===== config.mk =====
export PLATFORM = sky130hd
export DESIGN_NAME = rac_alarm
export DESIGN_NICKNAME = d
export VERILOG_FILES = /design/src/rac_pkg.sv /design/src/rac_cmp_if.sv /design/src/rac_field_match.sv /design/src/rac_alarm.sv
export SDC_FILE = /design/constraint.sdc
export NUM_CORES = 1
export LEC_CHECK = 0
export ABC_AREA = 1
export ABC_CLOCK_PERIOD_IN_PS = 3300
export BUFFER_PORTS_ARGS = -buffer_cell sky130_fd_sc_hd__buf_4
export CAP_MARGIN = 25
export CORE_MARGIN = 5
export CORE_UTILIZATION = 33
export DETAILED_ROUTE_END_ITERATION = 8
export PLACE_DENSITY = 0.6
export SYNTH_ARGS = -nofsm -noshare
export SYNTH_HDL_FRONTEND = slang
export SYNTH_SLANG_ARGS = --single-unit

===== constraint.sdc =====
create_clock -name clk -period 3.3 [get_ports clk]
set_input_delay 0.495 -clock clk [delete_from_list [all_inputs] [get_ports clk]]
set_output_delay 0.495 -clock clk [all_outputs]
set_load 0.02 [all_outputs]

===== src/rac_pkg.sv =====
// Constants, types and the field-compare helper for the alarm-compare block.
`default_nettype none

package rac_pkg;

  typedef logic [7:0] rac_byte_t;

  localparam rac_byte_t ADDR_ALM_SUBSEC = 8'hF2;
  localparam rac_byte_t ADDR_ALM_SEC = 8'hF3;
  localparam rac_byte_t ADDR_ALM_MIN = 8'hF4;
  localparam rac_byte_t ADDR_ALM_HOUR = 8'hF5;
  localparam rac_byte_t ADDR_CTL = 8'hF9;

  localparam int SUBSEC_W = 8;
  localparam int SEC_W = 6;
  localparam int MIN_W = 6;
  localparam int HOUR_W = 5;
  localparam int WEEKDAY_LSB = 5;

  localparam int CTL_SUBSEC_EN = 7;
  localparam int CTL_SEC_EN = 6;
  localparam int CTL_MIN_EN = 5;
  localparam int CTL_HOUR_EN = 4;
  localparam int CTL_READ_FRZ = 3;
  localparam int CTL_WRITE_FRZ = 2;
  localparam int CTL_FLAG = 1;
  localparam int CTL_OSC = 0;

  // Indeterminate after a no-battery reset; zero is used so simulation stays defined.
  localparam rac_byte_t BAT_RESET_VALUE = 8'h00;
  localparam logic [3:0] EN_NONE = 4'h0;
  localparam rac_byte_t RDATA_RESET = 8'h00;
  localparam rac_byte_t RDATA_UNMAPPED = 8'h00;
  localparam rac_byte_t SUBSEC_MAX = 8'hFF;

  // A disabled field always counts as matching.
  function automatic logic rac_field_hit(
    input rac_byte_t alarm,
    input rac_byte_t now,
    input logic en
  );
    return !en || (alarm == now);
  endfunction

endpackage

`default_nettype wire


===== src/rac_cmp_if.sv =====
// Interface carrying alarm values, clock values and the match result.
`default_nettype none

interface rac_cmp_if;
  logic [7:0] alm_subsec;
  logic [5:0] alm_sec;
  logic [5:0] alm_min;
  logic [4:0] alm_hour;
  logic [7:0] now_subsec;
  logic [5:0] now_sec;
  logic [5:0] now_min;
  logic [7:0] now_hour;
  logic [3:0] cmp_en;
  logic hit;

  modport ctl (
    output alm_subsec, alm_sec, alm_min, alm_hour,
    output now_subsec, now_sec, now_min, now_hour, cmp_en,
    input hit
  );

  modport cmp (
    input alm_subsec, alm_sec, alm_min, alm_hour,
    input now_subsec, now_sec, now_min, now_hour, cmp_en,
    output hit
  );
endinterface

`default_nettype wire


===== src/rac_field_match.sv =====
// Combinational compare of the enabled alarm fields against the clock.
`default_nettype none

module rac_field_match (
  rac_cmp_if.cmp cmp
);
  import rac_pkg::*;

  logic hit_subsec;
  logic hit_sec;
  logic hit_min;
  logic hit_hour;

  // The full 8-bit subsecond count is compared, 00h through FFh.
  assign hit_subsec = rac_field_hit(cmp.alm_subsec, cmp.now_subsec,
                                    cmp.cmp_en[3]);
  assign hit_sec = rac_field_hit({2'b00, cmp.alm_sec}, {2'b00, cmp.now_sec},
                                 cmp.cmp_en[2]);
  assign hit_min = rac_field_hit({2'b00, cmp.alm_min}, {2'b00, cmp.now_min},
                                 cmp.cmp_en[1]);
  // Weekday bits sit above the hour and never take part.
  assign hit_hour = rac_field_hit({3'b000, cmp.alm_hour},
                                  {3'b000, cmp.now_hour[HOUR_W-1:0]},
                                  cmp.cmp_en[0]);

  // With no field enabled there is no alarm at all.
  assign cmp.hit = (cmp.cmp_en != EN_NONE) && hit_subsec && hit_sec
                   && hit_min && hit_hour;

endmodule

`default_nettype wire


===== src/rac_alarm.sv =====
// Alarm registers, compare control and alarm flag of the real-time clock.
//
// Operation
// - Hold 8-bit subsecond alarm; its match counts only when subsecond compare enabled.
// - Hold 6-bit second alarm; its match counts only when second compare enabled.
// - Hold 6-bit minute alarm; its match counts only when minute compare enabled.
// - Hold 5-bit hour alarm; compare with hour bits when hour compare enabled.
// - Weekday bits of the hour clock never take part in comparison.
// - Alarm values survive all resets but battery loss; reserved bits stay zero.
// - Compare enables survive all resets but battery loss.
// - Subsecond disabled: alarm every subsecond tick while other enabled fields match.
// - Second disabled: seconds are don't care, alarm each second on match.
// - Minute disabled: minutes are don't care, alarm each minute on match.
// - Hour disabled: hours are don't care, alarm each hour on match.
// - Alarm condition is the AND of every enabled field match.
// - Read freeze free, write freeze and oscillator timed-access only, flag cleared by a written zero.
// - Reserved upper alarm bits always read zero.
// - Flag set on full match; requests interrupt when enabled; software clears.
// - Clearing all enables clears the flag; software can never set it.
// - Subsecond counter compared across its full 8-bit range.
`default_nettype none

module rac_alarm (
  input wire logic clk,
  input wire logic rst_n,
  input wire logic bat_rst_n,
  input wire rac_pkg::rac_byte_t sfr_addr,
  input wire logic sfr_wr,
  input wire rac_pkg::rac_byte_t sfr_wdata,
  input wire logic sfr_rd,
  input wire logic timed_access_ok,
  input wire logic [7:0] clock_subsecond,
  input wire logic [5:0] clock_second,
  input wire logic [5:0] clock_minute,
  input wire logic [7:0] clock_hour,
  input wire logic subsec_tick,
  input wire logic alarm_int_enable,
  output rac_pkg::rac_byte_t sfr_rdata_r,
  output logic alarm_flag_r,
  output logic alarm_irq_r,
  output logic read_freeze_r,
  output logic write_freeze_r,
  output logic osc_enable_r
);
  import rac_pkg::*;

  rac_byte_t alm_subsec_r;
  rac_byte_t alm_subsec_nxt;
  logic [SEC_W-1:0] alm_sec_r;
  logic [SEC_W-1:0] alm_sec_nxt;
  logic [MIN_W-1:0] alm_min_r;
  logic [MIN_W-1:0] alm_min_nxt;
  logic [HOUR_W-1:0] alm_hour_r;
  logic [HOUR_W-1:0] alm_hour_nxt;
  logic [3:0] cmp_en_r;
  logic [3:0] cmp_en_nxt;

  logic alarm_flag_nxt;
  logic alarm_irq_nxt;
  logic read_freeze_nxt;
  logic write_freeze_nxt;
  logic osc_enable_nxt;
  rac_byte_t sfr_rdata_nxt;

  logic wr_ctl;
  logic both_freeze;
  logic alarm_set;
  logic match_hit;

  rac_cmp_if cmp_bus ();

  assign cmp_bus.alm_subsec = alm_subsec_r;
  assign cmp_bus.alm_sec = alm_sec_r;
  assign cmp_bus.alm_min = alm_min_r;
  assign cmp_bus.alm_hour = alm_hour_r;
  assign cmp_bus.now_subsec = clock_subsecond;
  assign cmp_bus.now_sec = clock_second;
  assign cmp_bus.now_min = clock_minute;
  assign cmp_bus.now_hour = clock_hour;
  assign cmp_bus.cmp_en = cmp_en_r;
  assign match_hit = cmp_bus.hit;

  rac_field_match u_match (
    .cmp(cmp_bus.cmp)
  );

  // The tick gates the evaluation, so a standing match fires once per
  // subsecond tick rather than on every clock.
  assign alarm_set = subsec_tick && match_hit;

  assign wr_ctl = sfr_wr && (sfr_addr == ADDR_CTL);
  assign both_freeze = sfr_wdata[CTL_READ_FRZ] && sfr_wdata[CTL_WRITE_FRZ];

  always_comb begin
    alm_subsec_nxt = alm_subsec_r;
    alm_sec_nxt = alm_sec_r;
    alm_min_nxt = alm_min_r;
    alm_hour_nxt = alm_hour_r;
    cmp_en_nxt = cmp_en_r;
    read_freeze_nxt = read_freeze_r;
    write_freeze_nxt = write_freeze_r;
    osc_enable_nxt = osc_enable_r;
    alarm_flag_nxt = alarm_flag_r;

    if (sfr_wr) begin
      case (sfr_addr)
        ADDR_ALM_SUBSEC: begin
          alm_subsec_nxt = sfr_wdata;
        end
        ADDR_ALM_SEC: begin
          alm_sec_nxt = sfr_wdata[SEC_W-1:0];
        end
        ADDR_ALM_MIN: begin
          alm_min_nxt = sfr_wdata[MIN_W-1:0];
        end
        ADDR_ALM_HOUR: begin
          alm_hour_nxt = sfr_wdata[HOUR_W-1:0];
        end
        default: begin
        end
      endcase
    end

    if (wr_ctl) begin
      cmp_en_nxt = sfr_wdata[CTL_SUBSEC_EN:CTL_HOUR_EN];
      // Asking for both freezes at once leaves both freeze bits unchanged; the rest of the write still acts.
      if (!both_freeze) begin
        read_freeze_nxt = sfr_wdata[CTL_READ_FRZ];
      end
      if (timed_access_ok) begin
        if (!both_freeze) begin
          write_freeze_nxt = sfr_wdata[CTL_WRITE_FRZ];
        end
        osc_enable_nxt = sfr_wdata[CTL_OSC];
      end
      // A written one is ignored; only a zero acts on the flag.
      if (!sfr_wdata[CTL_FLAG]) begin
        alarm_flag_nxt = 1'b0;
      end
      if (sfr_wdata[CTL_SUBSEC_EN:CTL_HOUR_EN] == EN_NONE) begin
        alarm_flag_nxt = 1'b0;
      end
    end

    // Set wins over any clear made in the same cycle.
    if (alarm_set) begin
      alarm_flag_nxt = 1'b1;
    end

    alarm_irq_nxt = alarm_flag_nxt && alarm_int_enable;
  end

  always_comb begin
    sfr_rdata_nxt = sfr_rdata_r;
    if (sfr_rd) begin
      case (sfr_addr)
        ADDR_ALM_SUBSEC: begin
          sfr_rdata_nxt = alm_subsec_r;
        end
        ADDR_ALM_SEC: begin
          sfr_rdata_nxt = {2'b00, alm_sec_r};
        end
        ADDR_ALM_MIN: begin
          sfr_rdata_nxt = {2'b00, alm_min_r};
        end
        ADDR_ALM_HOUR: begin
          sfr_rdata_nxt = {3'b000, alm_hour_r};
        end
        ADDR_CTL: begin
          sfr_rdata_nxt = {cmp_en_r, read_freeze_r, write_freeze_r,
                           alarm_flag_r, osc_enable_r};
        end
        default: begin
          sfr_rdata_nxt = RDATA_UNMAPPED;
        end
      endcase
    end
  end

  // Battery-backed state only answers to the no-battery reset; the ordinary
  // reset clears just the freeze bits and the read port.
  always_ff @(posedge clk) begin
    if (!bat_rst_n) begin
      alm_subsec_r <= BAT_RESET_VALUE;
      alm_sec_r <= BAT_RESET_VALUE[SEC_W-1:0];
      alm_min_r <= BAT_RESET_VALUE[MIN_W-1:0];
      alm_hour_r <= BAT_RESET_VALUE[HOUR_W-1:0];
      cmp_en_r <= EN_NONE;
      alarm_flag_r <= 1'b0;
      osc_enable_r <= 1'b0;
      alarm_irq_r <= 1'b0;
      read_freeze_r <= 1'b0;
      write_freeze_r <= 1'b0;
      sfr_rdata_r <= RDATA_RESET;
    end else begin
      alm_subsec_r <= alm_subsec_nxt;
      alm_sec_r <= alm_sec_nxt;
      alm_min_r <= alm_min_nxt;
      alm_hour_r <= alm_hour_nxt;
      cmp_en_r <= cmp_en_nxt;
      alarm_flag_r <= alarm_flag_nxt;
      osc_enable_r <= osc_enable_nxt;
      alarm_irq_r <= alarm_irq_nxt;
      if (!rst_n) begin
        read_freeze_r <= 1'b0;
        write_freeze_r <= 1'b0;
        sfr_rdata_r <= RDATA_RESET;
      end else begin
        read_freeze_r <= read_freeze_nxt;
        write_freeze_r <= write_freeze_nxt;
        sfr_rdata_r <= sfr_rdata_nxt;
      end
    end
  end

  property p_sub_match;
    @(posedge clk) disable iff (!rst_n || !bat_rst_n)
    (subsec_tick && cmp_en_r == 4'h8 && clock_subsecond == alm_subsec_r)
      |=> alarm_flag_r;
  endproperty
  a_sub_match: assert property (p_sub_match)
    else $error("subsecond match did not raise the alarm flag");

  property p_sec_miss;
    @(posedge clk) disable iff (!rst_n || !bat_rst_n)
    (subsec_tick && cmp_en_r == 4'h4 && clock_second != alm_sec_r
     && !alarm_flag_r) |=> !alarm_flag_r;
  endproperty
  a_sec_miss: assert property (p_sec_miss)
    else $error("second mismatch raised the alarm flag");

  property p_min_match;
    @(posedge clk) disable iff (!rst_n || !bat_rst_n)
    (subsec_tick && cmp_en_r == 4'h2 && clock_minute == alm_min_r)
      |=> alarm_flag_r;
  endproperty
  a_min_match: assert property (p_min_match)
    else $error("minute match did not raise the alarm flag");

  property p_hour_weekday;
    @(posedge clk) disable iff (!rst_n || !bat_rst_n)
    (subsec_tick && cmp_en_r == 4'h1 && clock_hour[4:0] == alm_hour_r
     && clock_hour[7:WEEKDAY_LSB] != 3'b000) |=> alarm_flag_r;
  endproperty
  a_hour_weekday: assert property (p_hour_weekday)
    else $error("weekday bits blocked an hour alarm");

  property p_set_cause;
    @(posedge clk) disable iff (!rst_n || !bat_rst_n)
    $rose(alarm_flag_r) |-> $past(subsec_tick) && $past(match_hit);
  endproperty
  a_set_cause: assert property (p_set_cause)
    else $error("alarm flag rose without a ticked full match");

  property p_ignore_hours;
    @(posedge clk) disable iff (!rst_n || !bat_rst_n)
    (subsec_tick && cmp_en_r == 4'hE && clock_subsecond == alm_subsec_r
     && clock_second == alm_sec_r && clock_minute == alm_min_r)
      |=> alarm_flag_r;
  endproperty
  a_ignore_hours: assert property (p_ignore_hours)
    else $error("hour field was not treated as don't care");

  property p_timed_only;
    @(posedge clk) disable iff (!rst_n || !bat_rst_n)
    (wr_ctl && !timed_access_ok) |=> $stable(write_freeze_r) && $stable(osc_enable_r);
  endproperty
  a_timed_only: assert property (p_timed_only)
    else $error("protected control bit changed without timed access");

  property p_reserved_zero;
    @(posedge clk) disable iff (!rst_n || !bat_rst_n)
    (sfr_rd && sfr_addr == ADDR_ALM_HOUR) |=> sfr_rdata_r[7:5] == 3'b000;
  endproperty
  a_reserved_zero: assert property (p_reserved_zero)
    else $error("reserved hour alarm bits read non-zero");

  property p_irq_follow;
    @(posedge clk) disable iff (!rst_n || !bat_rst_n)
    (alarm_flag_r && alarm_int_enable && !wr_ctl) |=> alarm_irq_r;
  endproperty
  a_irq_follow: assert property (p_irq_follow)
    else $error("enabled alarm flag did not request an interrupt");

  property p_en_clear;
    @(posedge clk) disable iff (!rst_n || !bat_rst_n)
    (wr_ctl && sfr_wdata[7:4] == 4'h0 && !alarm_set) |=> !alarm_flag_r;
  endproperty
  a_en_clear: assert property (p_en_clear)
    else $error("clearing all enables left the flag set");

  property p_keep_alarm;
    @(posedge clk) disable iff (!bat_rst_n)
    (!rst_n) |=> $stable(alm_subsec_r) && $stable(alm_hour_r) && $stable(cmp_en_r);
  endproperty
  a_keep_alarm: assert property (p_keep_alarm)
    else $error("ordinary reset disturbed battery-backed alarm state");

  // Only the tick may raise the flag, so a quiet cycle keeps it low.
  property p_quiet_between_ticks;
    @(posedge clk) disable iff (!rst_n || !bat_rst_n)
    (!subsec_tick && !alarm_flag_r) |=> !alarm_flag_r;
  endproperty
  a_quiet_between_ticks: assert property (p_quiet_between_ticks)
    else $error("alarm flag rose without a subsecond tick");

  property p_sw_never_sets;
    @(posedge clk) disable iff (!rst_n || !bat_rst_n)
    (wr_ctl && sfr_wdata[CTL_FLAG] && !subsec_tick && !alarm_flag_r) |=> !alarm_flag_r;
  endproperty
  a_sw_never_sets: assert property (p_sw_never_sets)
    else $error("software write set the alarm flag");

  property p_flag_holds;
    @(posedge clk) disable iff (!rst_n || !bat_rst_n)
    (alarm_flag_r && !wr_ctl) |=> alarm_flag_r;
  endproperty
  a_flag_holds: assert property (p_flag_holds)
    else $error("alarm flag dropped without a control write");

  property p_irq_masked;
    @(posedge clk) disable iff (!rst_n || !bat_rst_n)
    (!alarm_int_enable) |=> !alarm_irq_r;
  endproperty
  a_irq_masked: assert property (p_irq_masked)
    else $error("interrupt requested while the alarm interrupt was disabled");

  property p_sub_dont_care;
    @(posedge clk) disable iff (!rst_n || !bat_rst_n)
    (subsec_tick && cmp_en_r == 4'h7 && clock_second == alm_sec_r && clock_minute == alm_min_r
     && clock_hour[HOUR_W-1:0] == alm_hour_r) |=> alarm_flag_r;
  endproperty
  a_sub_dont_care: assert property (p_sub_dont_care)
    else $error("disabled subsecond field blocked the alarm");

  // The freezes are the only control bits that the ordinary reset clears.
  property p_freeze_reset;
    @(posedge clk) disable iff (!bat_rst_n)
    (!rst_n) |=> !read_freeze_r && !write_freeze_r;
  endproperty
  a_freeze_reset: assert property (p_freeze_reset)
    else $error("ordinary reset left a freeze bit set");

endmodule

`default_nettype wire


==> metrics <==
Fin Hold WS=0.417 ns; buffer depth of the longest clock path=2; clk_skew=0.00209 ns; f_max=0.617 GHz; hold_sp=alarm_int_enable; Cells after DPL=503; Slew headroom=0.680; hold path endpoint=alarm_irq_r; final setup fails=0; Avg WL per Cell=13.0 um; met1 Use GR=0.211; largest net degree at the start of global routing=26; WS Path Type=in2reg; ratio of cells with drive above 1 in the final layout=0.202; I/O pin cnt=65; root buf cell=clkbuf_8; H-tree depth=2; ANT nets after route=0; Clock Latency Late Sink=0.29 ns; Reg2Reg Capture Point=alarm_irq_r; Pwr Total=1.14 mW; first drt pass iteration count=4; synthesized cell area=2310 sq um; FF-to-FF path depth=10; setup_tns=0 ns; FILL cells=721; post-synthesis register bit count=42; Mapped Cells=353; Die Width=93.7 um; DRT iter0 DRCs=144; hold crit path type=in2reg; TritonCTS clock tree=yes; gr usage total=0.157; max-cap violation count=0; Initial Util=0.340; Vias=2,367; post-synthesis sequential area ratio=0.364; startpoint types=input pin; worst vdd ir=156 uV; Slew Viols, Final=0; grt ovf=0; post-route DRC violation count=0; # clock sinks=42; Worst setup EP type=flop; crit path max fanout=16; post-route minimum period=1.62 ns; Required @ worst endpoint=3.47 ns; multi-input logic area=1200 sq um; worst r2r src=alm_hour_r[4]; Most Crowded Layer GR=met2; DR vias/cell=4.63; yosys warns=0; placer's final routability congestion estimate=0.906; Leak=1.31 nW; hold_buf cts=0; run status=finished clean; Final Routed Wirelength=6.67 mm; CTS buffer count=5; die height=93.7 um; number of diodes=0; Worst Tran Pin Value=0.479 ns; global-route met3 utilization=0.0304; final worst slack=1.68 ns; # port buffers=61; post-CTS setup buffer count=0; Reg2Reg Setup Slack=1.97 ns; Avg Inst Size Synth=6.55 sq um; Die ar.=8780 sq um; Post-Layout Cell Count=511; HPWL after DPL=5.28 mm; Hold Crit Depth=3; Synth cell types=34; setup slack at placement=1.40 ns; Final Cycle Share=0.492; initial antenna violation count=0; Reg area=841 sq um; vias in the first global route=2,270; row cnt=30; Layout area overhead=29.2%; Clock Pin Slew Worst Setup and Hold Paths=0.08 ns; post_cts resized=0; first-pass GRT wire length=10.9 mm; PwrDens=381 nW/um^2; RSZ-0062 raised after global routing=false; Core ar.=6790 sq um; Final Hold Viols=0; met2 Usage GRT=0.253; crit path DAT=1.79 ns; Post-Syn Nets=405; nets=466
-- where the power goes --
part           internal [mW]  switching [mW]  leakage [nW]
sequential             0.509         0.00160         0.339
clock                  0.323           0.182        0.0714
combinational         0.0588          0.0652         0.898
-- layout by cell type (no fill, tap or decap), drive strengths merged --
| master | n |
|---|---|
| o2111ai | 2 |
| o211ai | 1 |
| nand4 | 3 |
| clkinv | 1 |
| or2 | 1 |
| nor2 | 32 |
| a221oi | 1 |
| o21ai | 33 |
| dfxtp | 42 |
| bufinv | 2 |
| nand2 | 108 |
| and2 | 1 |
| a21oi | 30 |
| o31ai | 1 |
| a211oi | 6 |
| o22ai | 2 |
| nor3 | 6 |
| xor2 | 1 |
| inv | 58 |
| nand3 | 10 |
| a21boi | 1 |
| buf | 61 |
| xnor2 | 6 |
| clkbuf | 6 |
-- sequential cells by signal, summed over array words and instances (netlist names), 4 cells and up --
| register | count |
|---|---|
| alm_subsec_r | 8 |
| sfr_rdata_r | 8 |
| alm_min_r | 6 |
| alm_sec_r | 6 |
| alm_hour_r | 5 |
| cmp_bus.cmp_en | 4 |
-- cells in the mapped netlist, drive strengths merged --
| library cell | number | area (sq um) |
|---|---|---|
| nand2 | 108 | 415 |
| inv | 58 | 218 |
| dfxtp | 42 | 841 |
| o21ai | 33 | 169 |
| nor2 | 32 | 145 |
| a21oi | 30 | 150 |
| nand3 | 10 | 72.6 |
| a211oi | 6 | 45.0 |
| nor3 | 6 | 46.3 |
| xnor2 | 6 | 52.6 |
| clkbuf | 4 | 16.3 |
| buf | 3 | 30.0 |
| nand4 | 3 | 25.0 |
| o2111ai | 2 | 17.5 |
| o22ai | 2 | 12.5 |
| a21boi | 1 | 7.51 |
| a221oi | 1 | 8.76 |
| and2 | 1 | 6.26 |
| clkinv | 1 | 3.75 |
| o211ai | 1 | 7.51 |
| o31ai | 1 | 7.51 |
| or2 | 1 | 6.26 |
| xor2 | 1 | 8.76 |
-- worst max-delay path: stages --
cell,delay [ns]
buf_4,0.14
inv_1,0.13
nand2_1,0.09
nor3_2,0.17
nand3_1,0.39
o21ai_0,0.31
a21oi_1,0.06
-- worst max-delay path by stage --
stage,start,to,slack (ns),cells past startpoint
detailed placement,sfr_addr[0],alm_subsec_r[0],1.40,7
finish,sfr_addr[0],alm_subsec_r[4],1.68,7
CTS,sfr_addr[0],alm_subsec_r[4],1.70,7
global placement,sfr_addr[0],alm_subsec_r[1],1.44,7
floorplan,sfr_addr[5],alm_sec_r[2],1.72,8
global route,sfr_addr[0],alm_subsec_r[5],1.44,7
-- per-layer routing --
layer,wire (um),share of wire
met1,3180,0.48
met2,2940,0.44
met3,408,0.061
met4,144,0.022
met5,0,0
-- cell type report --
type,instances,share of cell area
multi-input cells,245,0.403
flip-flops and latches,42,0.282
repair buffers,61,0.153
inverters,59,0.0742
well taps,96,0.0402
clock buffers,6,0.0276
clock inverters,2,0.0201
-- cell families after synthesis --
| logic type | Yosys count | synth area share |
|---|---|---|
| buffers and inverters | 66 | 0.116 |
| xor gates and xnor gates | 7 | 0.0265 |
| DFF | 42 | 0.364 |
| AOI/OAI and AO/OA | 77 | 0.184 |
| and+or+nand+nor | 161 | 0.310 |
-- stage by stage --
stage | instance area [sq um] | utilization
after detailed placement | 2840 | 0.419
after global placement | 2840 | 0.419
after floorplan | 2310 | -
final | 2990 | 0.440
after global routing | 2990 | 0.440
after CTS | 2990 | 0.440
(Power assumes the default switching activity.)
